$ cat src/logic/mrc_pkg.sv
package mrc_pkg;

   // ----------------------------------------------------------------
   // clock periods
   // ----------------------------------------------------------------
   localparam int CLK_PERIOD_NS = 10;
   // input reference clock and pll reference clock both run at the core clock rate
   localparam int INPUT_REF_PERIOD_NS = 10;
   localparam int PLL_REF_PERIOD_NS = 10;

   // ----------------------------------------------------------------
   // sequence delays, figures in cycles of their own clock
   // ----------------------------------------------------------------
   localparam int POR_REL_INPUT_CYC = 1024;
   localparam int HARD_REL_REF_CYC = 512;
   localparam int SOFT_REL_REF_CYC = 515;
   localparam int SOFT_HOLD_REF_CYC = 515;
   localparam int GUARD_CYC_INT = 3;

   localparam int CNT_W = 11;
   localparam logic [CNT_W-1:0] POR_REL_CYC =
      CNT_W'((POR_REL_INPUT_CYC * INPUT_REF_PERIOD_NS + CLK_PERIOD_NS - 1) / CLK_PERIOD_NS);
   localparam logic [CNT_W-1:0] HARD_REL_CYC =
      CNT_W'((HARD_REL_REF_CYC * PLL_REF_PERIOD_NS + CLK_PERIOD_NS - 1) / CLK_PERIOD_NS);
   localparam logic [CNT_W-1:0] SOFT_REL_CYC =
      CNT_W'((SOFT_REL_REF_CYC * PLL_REF_PERIOD_NS + CLK_PERIOD_NS - 1) / CLK_PERIOD_NS);
   localparam logic [CNT_W-1:0] SOFT_HOLD_CYC =
      CNT_W'((SOFT_HOLD_REF_CYC * PLL_REF_PERIOD_NS + CLK_PERIOD_NS - 1) / CLK_PERIOD_NS);
   localparam logic [CNT_W-1:0] GUARD_CYC = CNT_W'(GUARD_CYC_INT);
   localparam logic [CNT_W-1:0] CNT_MAX = 11'h7ff;

   // ----------------------------------------------------------------
   // widths and reset values
   // ----------------------------------------------------------------
   localparam int HARD_CFG_W = 32;
   localparam int PIN_SYNC_W = 4;
   localparam int STRAP_W = 11;
   // por asserted, hard and soft pins high, pll not locked
   localparam logic [PIN_SYNC_W-1:0] PIN_SYNC_INIT = 4'h6;
   localparam logic [STRAP_W-1:0] STRAP_INIT = 11'h000;
   localparam logic [HARD_CFG_W-1:0] HARD_CFG_INIT = 32'h0000_0000;

   // ----------------------------------------------------------------
   // carriers
   // ----------------------------------------------------------------
   typedef struct packed {
      logic [1:0] clock_mode_select;
      logic rst_cfg_mode;
      logic [2:0] boot_mode;
      logic [3:0] chip_id;
      logic wide_port_dsi;
   } mrc_strap_s;

   typedef struct packed {
      logic power_on;
      logic ext_hard;
      logic ext_soft;
      logic watchdog;
      logic bus_monitor;
      logic tap_soft;
   } mrc_status_s;

   localparam mrc_status_s STATUS_INIT = 6'h20;

   typedef enum logic [2:0] {
      ST_POR_HOLD,
      ST_POR_WAIT,
      ST_PLL_WAIT,
      ST_HARD,
      ST_SOFT,
      ST_GUARD,
      ST_IDLE
   } mrc_state_e;

endpackage

$ cat src/logic/mrc_sync.sv
`timescale 1ns/100ps
module mrc_sync #(
   parameter int W = 1,
   parameter logic [W-1:0] INIT = '0
) (
   input wire logic clk,
   input wire logic resetn,
   input wire logic [W-1:0] d,
   output logic [W-1:0] q
);
   // ----------------------------------------------------------------
   // two-stage synchroniser, first stage read only by the second
   // ----------------------------------------------------------------
   logic [W-1:0] meta_r;

   always_ff @(posedge clk or negedge resetn) begin
      if (!resetn) begin
         meta_r <= INIT;
         q <= INIT;
      end else begin
         meta_r <= d;
         q <= meta_r;
      end
   end
endmodule

$ cat src/logic/mrc_top.sv
`timescale 1ns/100ps
module mrc_top
   import mrc_pkg::*;
(
   input wire logic clk,
   input wire logic resetn,
   input wire logic power_on_reset_n,
   input wire logic hard_reset_pin_n_i,
   output logic hard_reset_pin_n_o,
   output logic hard_reset_pin_n_oe,
   input wire logic soft_reset_pin_n_i,
   output logic soft_reset_pin_n_o,
   output logic soft_reset_pin_n_oe,
   input wire logic watchdog_zero,
   input wire logic watchdog_en,
   input wire logic bus_mon_zero,
   input wire logic bus_mon_en,
   input wire logic tap_soft_req,
   input wire logic system_pll_lock,
   output logic system_pll_reset,
   output logic por_internal_n,
   output logic core_reset_n,
   input wire mrc_strap_s strap_pins,
   output mrc_strap_s strap_cfg,
   input wire logic [HARD_CFG_W-1:0] hard_cfg_word,
   output logic [HARD_CFG_W-1:0] hard_cfg,
   output logic cfg_sample,
   output mrc_status_s reset_status
);

   // ----------------------------------------------------------------
   // pin synchronisers
   // ----------------------------------------------------------------
   logic [PIN_SYNC_W-1:0] pin_raw;
   logic [PIN_SYNC_W-1:0] pin_sync;
   logic [STRAP_W-1:0] strap_sync;
   logic por_s;
   logic hard_s;
   logic soft_s;
   logic lock_s;

   assign pin_raw = {power_on_reset_n, hard_reset_pin_n_i, soft_reset_pin_n_i,
                     system_pll_lock};

   mrc_sync #(
      .W(PIN_SYNC_W),
      .INIT(PIN_SYNC_INIT)
   ) u_pin_sync (
      .clk(clk),
      .resetn(resetn),
      .d(pin_raw),
      .q(pin_sync)
   );

   // straps are pins too, so they get the same treatment
   mrc_sync #(
      .W(STRAP_W),
      .INIT(STRAP_INIT)
   ) u_strap_sync (
      .clk(clk),
      .resetn(resetn),
      .d(strap_pins),
      .q(strap_sync)
   );

   assign por_s = pin_sync[3];
   assign hard_s = pin_sync[2];
   assign soft_s = pin_sync[1];
   assign lock_s = pin_sync[0];

   // ----------------------------------------------------------------
   // state and counter
   // ----------------------------------------------------------------
   mrc_state_e state_r;
   mrc_state_e state_nxt;
   logic [CNT_W-1:0] cnt_r;
   logic [CNT_W-1:0] cnt_nxt;
   logic hard_oe_r;
   logic hard_oe_nxt;
   logic soft_oe_r;
   logic soft_oe_nxt;
   logic core_rst_r;
   logic core_rst_nxt;
   logic pll_rst_r;
   logic pll_rst_nxt;
   logic por_int_r;
   logic por_int_nxt;
   logic sample_r;
   logic sample_nxt;
   mrc_strap_s strap_r;
   logic [HARD_CFG_W-1:0] hard_cfg_r;
   mrc_status_s status_r;
   mrc_status_s status_nxt;

   // ----------------------------------------------------------------
   // request decode
   // ----------------------------------------------------------------
   wire por_req = !por_s;
   wire wdt_req = watchdog_zero && watchdog_en;
   wire bm_req = bus_mon_zero && bus_mon_en;
   // we never drive the pins in idle, so a low level here is external
   wire ext_hard_req = !hard_s;
   wire ext_soft_req = !soft_s;
   wire hard_req = ext_hard_req || wdt_req || bm_req;
   wire soft_req = ext_soft_req || tap_soft_req;
   wire in_idle = (state_r == ST_IDLE);
   wire in_soft = (state_r == ST_SOFT);
   wire in_hard = (state_r == ST_HARD);
   wire in_por = (state_r == ST_POR_HOLD) || (state_r == ST_POR_WAIT);
   wire in_pll = (state_r == ST_PLL_WAIT);
   wire por_done = (cnt_r >= POR_REL_CYC - 11'h001);
   wire hard_rel = (cnt_r >= HARD_REL_CYC);
   wire soft_rel = (cnt_r >= SOFT_REL_CYC);
   wire soft_hold_done = (cnt_r >= SOFT_HOLD_CYC);
   wire guard_done = (cnt_r >= GUARD_CYC);
   wire pins_high = hard_s && soft_s;
   wire hard_done = soft_rel && hard_s;
   wire start_hard = (state_nxt == ST_HARD) && (in_idle || in_soft);
   wire start_soft = (state_nxt == ST_SOFT) && in_idle;
   wire start_por = (state_nxt == ST_POR_HOLD) && !(state_r == ST_POR_HOLD);
   wire por_released = (state_r == ST_POR_HOLD) && (state_nxt == ST_POR_WAIT);
   wire hard_entry = (state_nxt == ST_HARD) && !in_hard;

   // ----------------------------------------------------------------
   // sequencer
   // ----------------------------------------------------------------
   always_comb begin
      state_nxt = state_r;
      if (por_req) begin
         state_nxt = ST_POR_HOLD;
      end else begin
         case (state_r)
            ST_POR_HOLD: begin
               state_nxt = ST_POR_WAIT;
            end
            ST_POR_WAIT: begin
               if (por_done) begin
                  state_nxt = ST_PLL_WAIT;
               end
            end
            ST_PLL_WAIT: begin
               if (lock_s) begin
                  state_nxt = ST_HARD;
               end
            end
            ST_HARD: begin
               if (hard_done) begin
                  state_nxt = ST_GUARD;
               end
            end
            ST_SOFT: begin
               // hard requests pre-empt a running soft sequence
               if (hard_req) begin
                  state_nxt = ST_HARD;
               end else if (soft_hold_done) begin
                  state_nxt = ST_GUARD;
               end
            end
            ST_GUARD: begin
               // waits out the synchroniser lag so our own release is not seen
               if (guard_done && pins_high) begin
                  state_nxt = ST_IDLE;
               end
            end
            ST_IDLE: begin
               if (hard_req) begin
                  state_nxt = ST_HARD;
               end else if (soft_req) begin
                  state_nxt = ST_SOFT;
               end
            end
            default: begin
               state_nxt = ST_POR_HOLD;
            end
         endcase
      end
   end

   assign cnt_nxt = (state_nxt != state_r) ? '0 :
                    (cnt_r == CNT_MAX) ? cnt_r : cnt_r + 11'h001;

   // ----------------------------------------------------------------
   // pin and reset outputs
   // ----------------------------------------------------------------
   assign pll_rst_nxt = (state_nxt == ST_POR_HOLD) || (state_nxt == ST_POR_WAIT);
   assign por_int_nxt = pll_rst_nxt;
   assign hard_oe_nxt = in_por || in_pll || (in_hard && !hard_rel) || por_req;
   // soft stays low as long as the hard pin is low, driven by anyone, except for one cycle when a hard request pre-empts soft
   assign soft_oe_nxt = hard_oe_nxt ||
                        (in_hard && !(soft_rel && hard_s)) ||
                        (in_soft && !soft_hold_done && !hard_req);
   assign core_rst_nxt = !(state_nxt == ST_GUARD || state_nxt == ST_IDLE);
   assign sample_nxt = por_released || hard_entry;

   always_ff @(posedge clk or negedge resetn) begin
      if (!resetn) begin
         state_r <= ST_POR_HOLD;
         cnt_r <= '0;
      end else begin
         state_r <= state_nxt;
         cnt_r <= cnt_nxt;
      end
   end

   always_ff @(posedge clk or negedge resetn) begin
      if (!resetn) begin
         hard_oe_r <= 1'b1;
         soft_oe_r <= 1'b1;
         core_rst_r <= 1'b1;
         pll_rst_r <= 1'b1;
         por_int_r <= 1'b1;
         sample_r <= 1'b0;
      end else begin
         hard_oe_r <= hard_oe_nxt;
         soft_oe_r <= soft_oe_nxt;
         core_rst_r <= core_rst_nxt;
         pll_rst_r <= pll_rst_nxt;
         por_int_r <= por_int_nxt;
         sample_r <= sample_nxt;
      end
   end

   // ----------------------------------------------------------------
   // configuration capture
   // ----------------------------------------------------------------
   // straps track the pins only while power-on reset holds, freezing at release
   always_ff @(posedge clk or negedge resetn) begin
      if (!resetn) begin
         strap_r <= STRAP_INIT;
      end else if (state_r == ST_POR_HOLD) begin
         strap_r <= strap_sync;
      end
   end

   // word must be stable at the hard sequence entry
   always_ff @(posedge clk or negedge resetn) begin
      if (!resetn) begin
         hard_cfg_r <= HARD_CFG_INIT;
      end else if (hard_entry) begin
         hard_cfg_r <= hard_cfg_word;
      end
   end

   // ----------------------------------------------------------------
   // reset cause record
   // ----------------------------------------------------------------
   always_comb begin
      status_nxt = status_r;
      if (start_por) begin
         status_nxt = STATUS_INIT;
      end else if (start_hard) begin
         status_nxt = '0;
         status_nxt.ext_hard = ext_hard_req;
         status_nxt.watchdog = wdt_req;
         status_nxt.bus_monitor = bm_req;
      end else if (start_soft) begin
         status_nxt = '0;
         status_nxt.ext_soft = ext_soft_req;
         status_nxt.tap_soft = tap_soft_req;
      end
   end

   always_ff @(posedge clk or negedge resetn) begin
      if (!resetn) begin
         status_r <= STATUS_INIT;
      end else begin
         status_r <= status_nxt;
      end
   end

   // ----------------------------------------------------------------
   // outputs
   // ----------------------------------------------------------------
   // open-drain: the output value is low, only the enable moves
   assign hard_reset_pin_n_o = 1'b0;
   assign hard_reset_pin_n_oe = hard_oe_r;
   assign soft_reset_pin_n_o = 1'b0;
   assign soft_reset_pin_n_oe = soft_oe_r;
   assign system_pll_reset = pll_rst_r;
   assign por_internal_n = !por_int_r;
   assign core_reset_n = !core_rst_r;
   assign strap_cfg = strap_r;
   assign hard_cfg = hard_cfg_r;
   assign cfg_sample = sample_r;
   assign reset_status = status_r;

endmodule

$ cat config.mk
export PLATFORM = sky130hd
export DESIGN_NAME = mrc_top
export DESIGN_NICKNAME = d
export VERILOG_FILES = /design/src/logic/mrc_pkg.sv /design/src/logic/mrc_sync.sv /design/src/logic/mrc_top.sv
export SDC_FILE = /design/constraint.sdc
export NUM_CORES = 1
export LEC_CHECK = 0
export ABC_AREA = 0
export ABC_CLOCK_PERIOD_IN_PS = 3600
export BUFFER_PORTS_ARGS = -buffer_cell sky130_fd_sc_hd__buf_2
export CAP_MARGIN = 20
export CORE_ASPECT_RATIO = 1.2
export CORE_MARGIN = 5
export CORE_UTILIZATION = 42
export CTS_CLUSTER_DIAMETER = 120
export DETAILED_ROUTE_END_ITERATION = 16
export GPL_TIMING_DRIVEN = 1
export PLACE_DENSITY = 0.66
export SLEW_MARGIN = 10
export SYNTH_ARGS = -nofsm -noshare
export SYNTH_HDL_FRONTEND = slang
export SYNTH_HIERARCHICAL = 1
export SYNTH_SLANG_ARGS = --single-unit
export TNS_END_PERCENT = 30
$ cat constraint.sdc
create_clock -name clk -period 3.6 [get_ports clk]
set_clock_uncertainty 0.15 [all_clocks]
set_input_delay 0.18 -clock clk [delete_from_list [all_inputs] [get_ports clk]]
set_output_delay 0.18 -clock clk [all_outputs]
set_load 0.1 [all_outputs]
# Yosys cells after proc, flatten, opt, wreduce, memory -nomap -nowiden
# Cells that the tools add are included.
dict set report totals {
  ff_bits 98
  input_bits 54
  output_inout_bits 57
  word_cells 99
}
dict set report op_classes {
  addsub 1
  n_lt_le_gt_ge 4
  eq_ne 14
  muxes 15
  reduce_logical 42
}
# op count
set op_table {}
lappend op_table {{$ge 11x10->1 const B} 3}
lappend op_table {{$mux 3} 9}
lappend op_table {{$mux 11} 2}
lappend op_table {{$pmux 3 s7} 1}
lappend op_table {{$eq 3x3->1 const B} 6}
lappend op_table {{$mux 6} 3}
lappend op_table {{$logic_and 1x1->1} 14}
lappend op_table {{$logic_or 1x1->1} 13}
lappend op_table {{$logic_not 1->1} 12}
lappend op_table {{$add 11x1->11 const B} 1}
lappend op_table {{$eq 11x11->1 const B} 1}
lappend op_table {{$ge 11x2->1 const B} 1}
lappend op_table {{$eq 3x2->1 const B} 3}
lappend op_table {{$eq 3x1->1 const B} 2}
lappend op_table {{$logic_not 3->1} 2}
lappend op_table {{$ne 3x3->1} 1}
lappend op_table {{$reduce_bool 3->1} 1}
lappend op_table {{$ne 2x2->1 const B} 1}

# Logic depth before layout (Yosys ltp)
# Gate-level depths: netlist (run 1).
dict set report depth {
  ltp_word 11
  ltp_mapped 9
  ltp_nobuf 7
}

# Cells and area by module
# The synthesis (run 1) kept the hierarchy.
# mod n_inst cells_each area_each_um2 seq_area_each_um2
set by_module_without_submodules {}
lappend by_module_without_submodules {mrc_top 1 260 3231.8 1707.9}
lappend by_module_without_submodules {{mrc_sync (u_strap_sync)} 1 22 550.5 550.5}
lappend by_module_without_submodules {{mrc_sync (u_pin_sync)} 1 8 205.2 205.2}

# Worst setup path before layout (run 1)
# OpenSTA, ideal clock, no wires.
dict set report synth_timing {
  path_type {register to register}
  startpoint {reg cnt_r[0]}
  endpoint {reg hard_cfg_r[0], in the netlist hard_cfg[0]}
  setup_ps 125
  arrival_time_ps 2285
  required_ps 3325
  slack_ps 1039
  path_stages_with_launch 10
  path_buffers 2
  synth_period_minus_slack_ps 2561
  path_cell_list {dfrtp_1 -> ha_1 -> clkbuf_1 -> a21oi_1 -> a31oi_1 -> o31ai_1 -> a31oi_4 -> o21ai_2 -> buf_6 -> mux2_4}
}
dict set report synth_via {
  elab_chain_cells 7
  elab_cells_between_ends 14
  classes_between {order compare (3); eq/ne (1); mux (7); reduce/logical (3)}
}
# element line_no
set synth_lines {}
lappend synth_lines {{start, declared} mrc_top.sv:76} ;# logic [CNT_W-1:0] cnt_r;
lappend synth_lines {{start signal, assigned} mrc_top.sv:201} ;# cnt_r <= cnt_nxt;
lappend synth_lines {{$ge 11x10->1 / $ge 11x2->1 (equally long branches)} {mrc_top.sv:113, mrc_top.sv:114, mrc_top.sv:115}}
lappend synth_lines {{$mux 3 (tied with other cells)} mrc_top.sv:155} ;# end else if (soft_hold_done) begin
lappend synth_lines {{$mux 3, on equally long branches} {mrc_top.sv:153, mrc_top.sv:147, mrc_top.sv:161}}
lappend synth_lines {{$pmux 3 s7 (*)} mrc_top.sv:132} ;# case (state_r)
lappend synth_lines {{$mux 3 (*)} mrc_top.sv:129} ;# if (por_req) begin
lappend synth_lines {{via state_nxt[0]} mrc_top.sv:75} ;# mrc_state_e state_nxt;
lappend synth_lines {{$eq 3x2->1 (*)} mrc_top.sv:122} ;# wire hard_entry = (state_nxt == ST_HARD) && !in_hard;
lappend synth_lines {{$logic_and 1x1->1 (*)} mrc_top.sv:122}
lappend synth_lines {{end signal, assigned} mrc_top.sv:240} ;# hard_cfg_r <= hard_cfg_word;
lappend synth_lines {{end, declared} mrc_top.sv:91} ;# logic [HARD_CFG_W-1:0] hard_cfg_r;
# Mark *: on every way through the listed nets, which the timed path passes. The rest lies on a longest branch.
# A chain may end at the register's enable or synchronous reset.

# Worst setup path after layout (run 1)
dict set report layout_timing {
  startpoint {reg cnt_r[0]}
  endpoint {reg hard_cfg_r[27], in the netlist hard_cfg[27]}
}
# Same word-level chain as after synthesis.

==> results.md, run 1 <==
Routing:
- The via count is 2823.
- In this run the remaining antenna-violating nets after routing total 0.
- In the final routed layout, each cell accounts on average for 15.4 um.
- For this run, the detailed router's first-pass iteration total came to 5.
- In the routed layout, each cell is associated on average with a via count of 4.90.
- The count of unresolved DRC violations after routing is 0.
- The final layout contains routed wiring with a total length of 8.88 mm.
- The number of DRC markers in iteration 0 is 129.

Layout:
- The fraction of final layout cells sized beyond drive strength 1 is 0.417.
- Leaving out fill and tap cells, the most frequent cell in the layout is buf_2.
- The final core utilization is 0.580.
- The number of antenna diodes in the final layout is 0.
- The number of filler cells placed in the layout is 761.
- Relative to the synthesized area, the layout overhead comes to 36.9%.
- Leaving out fill and tap cells, the most frequent cells in the layout are buf_2, dfrtp_1, dlygate4sd3_1.
- The net total in the final layout is 504.
- The number of standard cells in the final layout excluding fillers is approximately 580.

Pwr:
- The total leakage power is 2.75 nW.
- The power share of the sequential group is 0.474.
- The net switching fraction of the power is 0.270.
- Overall power consumption after layout is estimated at between 2 and 2.5 mW.
- Cell internal power was estimated by the tool at 1.80 mW.
- The maximum VDD drop is about 260 uV.
- The total power per unit cell area is 451 nW/um^2.
- Of the total power, combinational logic draws 0.129.
- The fraction of power consumed by the clock network is 0.397.
- The switching power of the nets is between 0.6 and 0.7 mW.

Flow run:
- Max-cap violations in this run came to 0.

Yosys:
- The share of synthesized area occupied by flip-flops and latches is 0.618.
- Counting every instance in the synthesized netlist gives 290.
- The number of warnings issued by yosys is 6.
- Among all flip-flop cells after synthesis, the most frequent one is dfrtp_1.
- The number of distinct library cell variants in the gate-level netlist after synthesis is 50.
- Counting flops and latches in the post-synthesis netlist gives 98.
- The async set-reset flop share out of synthesis is 1.00.
- In this run the cell area of the synthesized design comes to around 4000 um^2.
- In this run, synthesis inferred 0 flip-flops with an integrated enable.
- The average instance area after synthesis is ~14 um^2.

Clock network:
- The clock slew at the register clock pins of the worst setup and hold paths is roughly 0.070 ns.
- After clock tree synthesis, the setup repair step added 0 buffers.
- The cell sitting at the root of the clock tree is a clkbuf_16.
- The maximum clock path buffer count is 2.
- In this run, post-CTS hold repair placed 49 buffers.
- Post-CTS repair changed the size of 0 cells.
- TritonCTS built the clock tree.
- Clock latency on the worst-skew pair, taken at its later pin, is 0.33 ns.
- The deepest level of the CTS H-tree is 3.
- Buffers inserted during clock tree synthesis total 9.
- The total clock sinks is between 90 and 100.

Floorplan:
- The effective utilization at floorplan is 0.423.
- In this run the vertical extent of the chip is 117 um.
- The standard-cell row count is 39.
- The die is 99.0 um wide.
- The area of the core is approximately 9400 um^2.
- The top-level I/O count is 111.
- The floorplan step defined a die boundary enclosing 11600 um^2.

Global route:
- The first global-routing pass estimated between 10 and 15 mm of wire.
- For this run, the total global-route usage over all layers was measured as 0.160.
- Entering global routing, the biggest net connects 83 pins.
- The total global routing overflow is 0.
- The initial antenna violation count was 0.
- The via count of the first global-routing pass came to between 3000 and 4000.

STA:
- Setup total negative slack on the finished layout was measured at 0 ns.
- The hold violation total from the final report is 0.
- The clock period minus final worst setup slack is 3.06 ns.
- The max-slew violation count is 0.
- At the pin with the least slew margin, the transition time is 0.635 ns.
- The timing-limited maximum frequency is 327 MHz.
- Headroom to the max-slew limit came out at 0.576.
- Dividing the final minimum period by the clock period gives 0.849.
- Setup repair after global routing left no endpoint under its margin.
- Setup violations remaining at the end of the flow were counted as 0.

Critical path:
- The required time at the worst-slack endpoint is 3.68 ns.
- The register-to-register path setup slack is 0.54 ns.
- For the worst flop-to-flop path, the logic depth is 8.
- The endpoint identified for the worst register-to-register timing path is hard_cfg[27].
- STA classifies the critical path startpoint as a flip-flop.
- The nature of the critical path endpoint is a flip-flop.
- Of all nets on the critical path, the largest fanout is 32.
- The timing startpoint of the critical path is cnt_r[0].
- In this run the critical register-to-register path is launched from cnt_r[0].
- For the worst setup path, the data arrival time is between 3 and 4 ns.
- In this run the worst setup path terminates at hard_cfg[27].
- The type of the worst setup path is flip-flop to flip-flop.

Place:
- The number of placed instances, taps included, is 510.
- The sum of net half-perimeters after detailed placement is roughly 5.8 mm.
- At the end of routability-driven placement, the weighted congestion stood at 0.892.
- The count of buffers added on input and output ports is approximately 110.

Outcome:
- The run finished with clean final reports.

Min path:
- The min-delay analysis places its worst path in the category primary input to flip-flop.
-- power groups by stage --
stage | clock network (mW) | logic [mW] | registers [mW]
after floorplan | 0 | 0.0789 | 1.30
after global placement | 0 | 0.272 | 1.19
after detailed placement | 0 | 0.274 | 1.19
after CTS | 1.00 | 0.316 | 1.17
after global routing | 1.05 | 0.342 | 1.17
final | 0.978 | 0.318 | 1.17
-- worst min path at each step --
stage	depth (start not counted)	start	slack [ns]	endpoint
floorplan	0	resetn	-0.27	cfg_sample
global placement	1	soft_reset_pin_n_i	0.14	u_pin_sync/meta_r[1]
detailed placement	1	hard_reset_pin_n_i	0.14	u_pin_sync/meta_r[2]
CTS	3	bus_mon_en	0.01	reset_status[1]
global route	3	watchdog_en	0.07	reset_status[2]
finish	3	bus_mon_en	0.02	reset_status[1]
-- per-layer routing --
metal,track usage,share of wire,wire length [um],vias up
li1,-,-,-,1341
met4,0.0774,0.027,240,0
met2,0.283,0.52,4640,82
met3,0.0382,0.052,461,20
met5,0,0,0,-
met1,0.183,0.40,3540,1380
-- final cells by class --
class                   count  area (um^2)  area share
clock inverters             7         88.8      0.0163
repair buffers            161         1080       0.198
multi-input cells         167         1400       0.257
well taps                 123          154      0.0282
flip-flops and latches     98         2460       0.451
inverters                  11         41.3     0.00756
clock buffers               9          225      0.0413
-- synthesized netlist by cell type, types with 2 or more instances --
library cell | count | area [um^2]
dfrtp_1 | 89 | 2230
mux2_4 | 30 | 450
nor3_1 | 16 | 80.1
mux2_2 | 13 | 146
nand3_1 | 12 | 60.1
inv_1 | 11 | 41.3
nand2_1 | 10 | 37.5
o21ai_0 | 10 | 50.1
dfstp_2 | 9 | 236
nor2_1 | 9 | 33.8
clkbuf_1 | 7 | 26.3
a21oi_1 | 6 | 30.0
a41oi_1 | 4 | 35.0
buf_6 | 4 | 45.0
and3_1 | 3 | 18.8
nor2b_1 | 3 | 18.8
or2_2 | 3 | 18.8
xnor2_1 | 3 | 26.3
xor2_1 | 3 | 26.3
a211o_1 | 2 | 17.5
a21boi_0 | 2 | 15.0
a21o_1 | 2 | 15.0
a22o_1 | 2 | 17.5
a31oi_1 | 2 | 12.5
buf_2 | 2 | 10.0
buf_4 | 2 | 15.0
ha_1 | 2 | 25.0
nand2b_1 | 2 | 12.5
nand4_1 | 2 | 12.5
nor3b_1 | 2 | 15.0
nor4_1 | 2 | 12.5
o2bb2ai_1 | 2 | 17.5
o31ai_1 | 2 | 15.0
-- through the flow --
step	area, um^2	hold slack (ns)	setup slack [ns]
2_1_floorplan	3990	-0.266	1.04
3_3_place_gp	4630	0.138	0.658
3_5_place_dp	4630	0.136	0.581
4_1_cts	5430	0.0140	0.573
5_1_grt	5460	0.0661	0.369
6_report	5460	0.0219	0.545
-- worst max-delay path: stages (launching register included) --
cell	delay, ns
dfrtp_1	0.46
ha_1	0.33
a21oi_1	0.19
a31oi_1	0.17
o31ai_1	0.47
a31oi_4	0.18
o21ai_4	0.09
buf_4	0.48
mux2_2	0.40
-- flip-flops by register name, summed over array words and instances, names as in the netlist, 4 cells and up --
| name | flops |
|---|---|
| hard_cfg | 32 |
| u_pin_sync/meta_r | 4 |
| u_pin_sync/q | 4 |
| u_strap_sync/meta_r | 11 |
| u_strap_sync/q | 11 |
| reset_status | 6 |
| strap_cfg | 11 |
| cnt_r | 11 |
-- cells by family after synthesis --
| family | count (synthesis) | synth area share |
|---|---|---|
| xor gates and xnor gates | 6 | 0.0132 |
| AOI/OAI and AO/OA | 44 | 0.0853 |
| muxes | 43 | 0.150 |
| other | 1 | 0.000940 |
| DFF | 98 | 0.618 |
| adders and majority gates | 2 | 0.00627 |
| buffers and inverters | 26 | 0.0345 |
| and+or+nand+nor | 70 | 0.0923 |
No activity file was read; power rests on OpenSTA's default activity.
==> run 2: changes to the inputs <==
ABC_CLOCK_PERIOD_IN_PS = 2660   (was 3600)
PLACE_DENSITY = 0.69   (was 0.66)
clock period = 2.66 ns   (was 3.6 ns; I/O delays follow)
==> run 2 against run 1 <==
Against the previous run:
- sequential power rose by 34%
- via count rose by 4.8%
- combinational power rose by 44%
- clock-buffer cell count rose by 1
- global-route usage rose by 1.2 points
- critical endpoint is now hard_cfg[17]
==> results.md, run 2 (synthesis gave the netlist of run 1 again) <==
Place:
- The instance area at placement is 4740 um^2.
- The count of buffers inserted at the top-level ports is 108.
- Detailed placement finished with a half-perimeter wire length of 6.03 mm.
- The setup slack after placement is -0.00233 ns.
- The placed cell count is 524.
- The congestion estimate from routability-driven global placement came to between 0.8 and 0.9.

Critical path:
- For the worst setup path, the data arrival time is roughly 2.6 ns.
- The nature of the critical path endpoint is a flip-flop.
- Of all nets on the critical path, the largest fanout is 32.
- The worst register-to-register path begins at state_r[2].
- The worst register-to-register path has a depth of 7.
- The critical path ends at hard_cfg[17].
- The timing startpoint of the critical path is state_r[2].
- The type of the worst setup path is flip-flop to flip-flop.
- Data on the critical path is required at its endpoint by approximately 2.7 ns.
- The register-to-register path setup slack is approximately 0.12 ns.
- The critical path startpoint category is a flip-flop.
- The capture point of the worst reg-to-reg path is hard_cfg[17].

Clock network:
- In this run, CTS created clock tree buffers numbering 9.
- CTS built an H-tree with a depth of 3.
- The clock root buffer is clkbuf_16.
- The maximum clock path buffer count is 2.
- The later pin in the worst-skew pair is clocked with a latency of 0.34 ns.
- The CTS tree is built.
- For this design, the sink count on the clock tree is slightly below 100.
- The setup fix buffers added after clock tree synthesis is 0.
- After clock tree synthesis, the clock-pin slew on the worst setup and hold paths is ~0.070 ns.

Routing:
- The number of detailed-route iterations in the first pass is 5.
- The count of unresolved DRC violations after routing is 0.
- The detailed router finished its first iteration with 133 violations.
- The detailed-route wire length per cell is approximately 16 um.
- Using the TritonRoute via totals, the vias-per-cell ratio works out to 4.98.
- For this block, the via count after detailed routing is a little under 3000.
- The count of antenna-violating nets left after detailed routing is 0.
- The total detailed-routing wirelength is roughly 9.3 mm.

Layout:
- The post-layout instance area is 5600 um^2.
- The most frequent standard cell in the layout excluding fill and tap cells is buf_2.
- The number of flip-flops under the largest register name is 32.
- The number of filler cells placed in the layout is 746.
- Of the cells placed in the final design, the portion with a size suffix greater than 1 is 0.434.
- For this run, the share of the core covered by cells in the final layout is 0.594.
- The net total in the final layout is 521.
- In the layout the commonest cells are buf_2, dfrtp_1, dlygate4sd3_1.
- The number of standard cells in the final layout excluding fillers is 594.
- The layout-stage area growth over the synthesis result is 40.4%.

STA:
- The final critical-path share of the clock period is 0.954.
- The max-slew violation count was 0.
- Measured against its own limit, the worst slew margin works out to 0.451.
- The hold violation total from the final report is 0.
- For the pin with the worst max-slew slack, the measured transition is 0.823 ns.
- For this run, the top clock speed supported by timing is 394 MHz.
- Across all setup checks in the final design, the least slack found is 0.122 ns.
- Setup repair after global routing left no endpoint under its margin.
- After layout, the minimum clock period comes to between 2 and 3 ns.
- Setup violations remaining at the end of the flow were counted as 0.

Floorplan:
- For this design the top-level I/O count stands at 111.
- The die span in y is 117 um.
- The area of the core is 9420 um^2.
- The area of the die is approximately 12000 um^2.
- The standard-cell row count is 39.
- Measured along the x axis, the die boundary spans around 100 um.
- The initial utilization of the core area, before any placement, comes to 0.423.

Global route:
- The wire length of the first global-routing pass is approximately 16 mm.
- Entering global routing, the biggest net connects 68 pins.
- The total routing usage reported by global routing is 0.172.
- The via count of the first global-routing pass is 3236.
- The initial antenna violation count was 0.
- The total overflow left after global routing is 0.

Pwr:
- The total leakage power is 2.82 nW.
- The analysis attributes to net switching a power of a little over 0.9 mW.
- VDD sags by at most between 300 and 400 uV.
- Of the total power, the clock network draws 0.383.
- Cell internal power was estimated by the tool at 2.38 mW.
- The power share of the sequential group is 0.478.
- For this design the ratio of total power to cell area is 588 nW/um^2.
- Of the total power, the share spent switching nets is 0.278.
- The share of power burned in combinational logic is 0.139.

Outcome:
- The run finished with clean final reports.

Min path:
- The path type of the worst min-delay path is flip-flop to flip-flop.
- The number of instances on the worst hold path is 0.
- The worst hold path begins at u_strap_sync/meta_r[0].

Flow run:
- Across the run, the number of max-cap violations was 0.
==> run 2: metal layers <==
metal | vias up | track usage | routed length [um]
li1 | 1377 | - | -
met1 | 1484 | 0.212 | 3790
met2 | 87 | 0.295 | 4960
met3 | 11 | 0.0400 | 472
met4 | 0 | 0.0674 | 103
met5 | - | 0 | 0
==> run 2: worst max-delay path, cell delays in order, from the launching register on <==
cell and delay (ns):
dfrtp_1 0.50, or4b_1 0.53, a41oi_2 0.23, a311oi_4 0.08, a31oi_4 0.29, o21ai_4 0.10, buf_12 0.21, mux2_4 0.32
==> run 2: power groups by stage <==
stage	Sequential (mW)	Clock [mW]	Combinational [mW]
6_report	1.57	1.26	0.458
5_1_grt	1.58	1.36	0.490
4_1_cts	1.57	1.30	0.458
3_5_place_dp	1.60	0	0.397
3_3_place_gp	1.60	0	0.391
2_1_floorplan	1.76	0	0.107
==> run 2: worst min path at each step <==
stage | endpoint | slack (ns)
2_1_floorplan | cfg_sample | -0.31
3_3_place_gp | u_pin_sync/meta_r[2] | 0.09
3_5_place_dp | u_strap_sync/meta_r[1] | 0.09
4_1_cts | u_strap_sync/q[0] | 0.20
5_1_grt | u_strap_sync/q[0] | 0.21
6_report | u_strap_sync/q[0] | 0.20
==> run 2: what timing repair did <==
| action | in CTS | in global routing |
|---|---|---|
| endpoints found under the setup margin | 32 | 32 |
| hold endpoints to repair | 106 | 0 |
| gates resized for setup | 1 | 2 |
| hold buffers | 53 | 0 |
==> run 2: through the flow <==
step	hold slack, ns	TNS [ns]	power (mW)
final	0.196	0	3.29
after global routing	0.209	0	3.43
after CTS	0.200	0	3.33
after floorplan	-0.313	0	1.86
after global placement	0.0905	0	1.99
after detailed placement	0.0928	-0.00290	2.00
==> run 2: area by class of cell <==
type | count | area, um^2 | area share
Sequential cell | 98 | 2460 | 0.440
Multi-Input combinational cell | 167 | 1430 | 0.255
Timing Repair Buffer | 178 | 1210 | 0.217
Clock buffer | 10 | 239 | 0.0427
Tap cell | 123 | 154 | 0.0275
Clock inverter | 6 | 58.8 | 0.0105
Inverter | 11 | 41.3 | 0.00738
Antenna cell | 1 | 2.50 | 0.000447
==> run 3: changes to the inputs <==
SYNTH_HIERARCHICAL = not set   (was 1)
==> run 3 against run 2 <==
Against the previous run:
- the run now ends with negative setup slack left
- critical endpoint is now hard_cfg[27]
- largest power group unchanged
- cell area is 5.4% higher
- synthesized cell count is 4.5% higher
- die area is 0.34% higher
- non-clock buffer count is 16 higher
- sequential power hardly changed
- flip-flop and latch count stayed put
==> results.md, run 3 <==
Critical path:
- The startpoint identified for the worst register-to-register timing path is cnt_r[1].
- The critical path data arrival time is 2.99 ns.
- For the worst setup path, the data required time is roughly 2.7 ns.
- The number of cells on the worst reg-to-reg path is 8.
- The worst setup path is launched from a flip-flop.
- For flop-to-flop paths, the worst setup slack is -0.25 ns.
- The nature of the critical path endpoint is a flip-flop.
- In this run the worst path has a maximum fanout of 11.
- The slowest stage of the critical path is the or3b_4 cell.
- The critical path goes through ha_2 -> or4_4 -> o31a_1 -> o31ai_2 -> or3b_4 -> nand3_4 -> buf_12 -> mux2_2.
- On the worst path, the slowest cell contributes a delay of about 0.45 ns.
- The worst setup path is of the flip-flop to flip-flop kind.
- The critical path starts at cnt_r[1].

Routing:
- The number of detailed-route iterations in the first pass is 4.
- The number of DRC markers in iteration 0 is 153.
- After detailed routing, the number of remaining DRC violations is 0.
- In the final routed layout, each cell accounts on average for 16.9 um.
- The via count is about 3000.
- The routed via count divided by cell count is approximately 5.
- In this run the remaining antenna-violating nets after routing total 0.
- Summed over all layers, the routed wires come to ~10 mm.

Yosys:
- Yosys printed 0 warnings.
- The async set-reset flop share out of synthesis is 1.00.
- Summed over all instances, the cell type with the most area after synthesis is dfrtp_1.
- Synthesis handed over a netlist of slightly above 300 instances.
- A synthesized cell averages between 10 and 15 um^2.
- The synthesized netlist occupies a cell area of 4000 um^2.
- Yosys attributes the largest share of cell area to dfrtp_1, mux2_2, dfstp_2.
- Counting flops with a built-in enable in the synthesized netlist gives 0.
- Synthesis inferred 98 register bits.
- The share of synthesized area occupied by flip-flops and latches is 0.616.
- Of the post-synthesis cell area, the dominant cell type holds 0.556.
- By count the netlist is led by dfrtp_1, mux2_2, nand2_1.
- The number of distinct library cell variants in the gate-level netlist after synthesis is 55.
- The primary flip-flop cell chosen by synthesis mapping is dfrtp_1.
- The most frequent cell after synthesis is dfrtp_1.

Floorplan:
- The initial utilization of the core area, before any placement, comes to 0.425.
- The area of the core is about 9400 um^2.
- From bottom edge to top edge, the die measures 117 um.
- The area of the die is 11600 um^2.
- The top-level I/O count is 111.
- The die span in x is 99.1 um.
- The standard-cell row count is 39.

Clock network:
- The deepest level of the CTS H-tree is 3.
- The clock root buffer is clkbuf_16.
- The source-to-sink clock delay at the later pin of the worst-skew pair is 0.35 ns.
- The clock drives 98 sinks.
- The clock slew at the register clock pins of the worst setup and hold paths is 0.07 ns.
- TritonCTS built the clock tree.
- The clock passes through at most 2 buffers.
- The number of clock buffers added by TritonCTS is 9.

Global route:
- The via count of the first global-routing pass came to 3388.
- In this run the most used layer during global routing was met2.
- The total global routing overflow is 0.
- The wire length of the first global-routing pass is 16.6 mm.
- The maximum number of pins on one net before global-route repair is a little under 100.
- For this run, the total global-route usage over all layers was measured as 0.183.
- In the global route stage, met3 resource usage came out at 0.0563.
- For this run, global-route usage on met2 was measured as 0.323.
- The global routing usage on met1 is 0.207.
- The initial antenna violation count is 0.

Pwr:
- The total leakage power is 3.02 nW.
- After layout, the design draws a total of 3.34 mW.
- Of the total power, the share spent switching nets is 0.286.
- Of the total power, the clock network draws 0.376.
- The share of power burned in combinational logic is 0.153.
- For this design the ratio of total power to cell area is approximately 570 nW/um^2.
- The power share of the sequential group is 0.471.
- The analysis attributes to net switching a power of 0.953 mW.
- The internal portion of the total power is around 2.4 mW.
- VDD sags by at most between 400 and 500 uV.

Min path:
- The number of instances on the worst hold path is 3.
- The tightest min-delay check is of the primary input to flip-flop type.
- The worst hold path begins at tap_soft_req.

Place:
- The count of buffers inserted at the top-level ports is 108.
- In this run, placement finished with an instance count of 546.
- The setup slack after placement is -0.275 ns.
- The sum of net half-perimeters after detailed placement is 6.30 mm.
- The routability congestion estimate from global placement is 0.865.

Layout:
- 0 antenna diodes ended up in the layout.
- In the final layout, the multi-input gates occupy 1560 um^2.
- The most frequent standard cell in the layout excluding fill and tap cells is buf_2.
- Of the cells placed in the final design, the portion with a size suffix greater than 1 is 0.473.
- The number of filler cells placed in the layout is a little under 700.
- The register with the most flip-flops in the layout has 32 of them.
- The count of cells in the finished layout, fillers not included, comes to 618.
- Summing all flip-flop and latch instances after layout gives 2460 um^2.
- In the layout the commonest cells are buf_2, dfrtp_1, dlygate4sd3_1.
- The area growth from synthesis to layout is 47.4%.
- The net total in the final layout is 546.

STA:
- Timing would allow up to 343 MHz.
- Setup repair after global routing could not meet its margin everywhere.
- In this run the tightest slew margin relative to its limit is 0.662.
- Dividing the final minimum period by the clock period gives 1.10.
- The hold violation total from the final report is 0.
- The hold slack is 0.0529 ns.
- The transition time at the pin with the least slew margin is a little over 0.5 ns.
- The max-slew violation count was 0.
- Across all setup checks in the final design, the least slack found is -0.254 ns.
- The final setup violation count is 49.
- For the finished layout, the period the worst path requires is around 2.9 ns.

Outcome:
- The flow ran to the end, but the final reports show violations.
- The final reports fail on negative setup slack.

Flow run:
- The tool flagged a number of max-cap violations equal to 0.
## run 3: power groups by stage
stage	Sequential [mW]	Clock, mW	Combinational (mW)
after floorplan	1.75	0	0.146
after global placement	1.60	0	0.422
after detailed placement	1.60	0	0.430
after CTS	1.57	1.25	0.496
after global routing	1.58	1.34	0.549
final	1.57	1.25	0.511
## run 3: kinds of logic (layout without fill, tap and decap cells)
kind of cell / count (synthesis) / after routing / share of synthesized area
adder cells (fa/ha/maj): 2 / 2 / 0.00625
AND/OR/NAND/NOR: 91 / 91 / 0.133
multiplexers: 49 / 49 / 0.136
AO/OA/AOI/OAI: 29 / 29 / 0.0588
other: 1 / 2 / 0.000937
flip-flops: 98 / 98 / 0.616
buffers and inverters: 27 / 218 / 0.0366
XOR/XNOR: 6 / 6 / 0.0131
## run 3: worst paths after layout
kind                                           endpoint
worst max-delay path                       hard_cfg[27]
worst min-delay path                    reset_status[0]
worst max register to register             hard_cfg[27]
worst min register to register        u_strap_sync.q[8]
max in group asynchronous          u_pin_sync.meta_r[2]
min in group asynchronous       u_strap_sync.meta_r[10]
## run 3: final cells by class
class,count,area share
Tap cell,123,0.0261
Timing Repair Buffer,194,0.238
Inverter,8,0.00509
Clock inverter,7,0.0104
Clock buffer,9,0.0382
Multi-Input combinational cell,179,0.264
Sequential cell,98,0.418
## run 3: metal layers
| metal | wire length (um) | up-vias |
|---|---|---|
| met1 | 4030 | 1514 |
| met5 | 0 | - |
| li1 | - | 1447 |
| met2 | 5570 | 105 |
| met3 | 650 | 20 |
| met4 | 231 | 0 |
## run 3: worst max-delay path: cells and delay by family (launching register included)
kind,cells,cell delay [ns]
fa+ha+maj,1,0.19
buf+inv,1,0.17
flops,1,0.38
simple gates,3,1.04
mux,1,0.34
compound gates,2,0.52
## run 3: what timing repair did
item | 4_1_cts | 5_1_grt
cloned | 1 | 1
pin swaps | 3 | 4
buffers inserted | 0 | 2
resized for setup | 9 | 22
endpoints found under the setup margin | 50 | 50
endpoints found under the hold margin | 138 | 0
hold buffers | 52 | 0
## run 3: through the flow
stage               area (um^2)  TNS [ns]  utilization
floorplan                  4060    -11.17            -
global placement           4890     -8.88        0.520
detailed placement         4890    -10.63        0.520
CTS                        5760     -7.82        0.612
global route               5900    -13.52        0.626
finish                     5900     -8.72        0.626
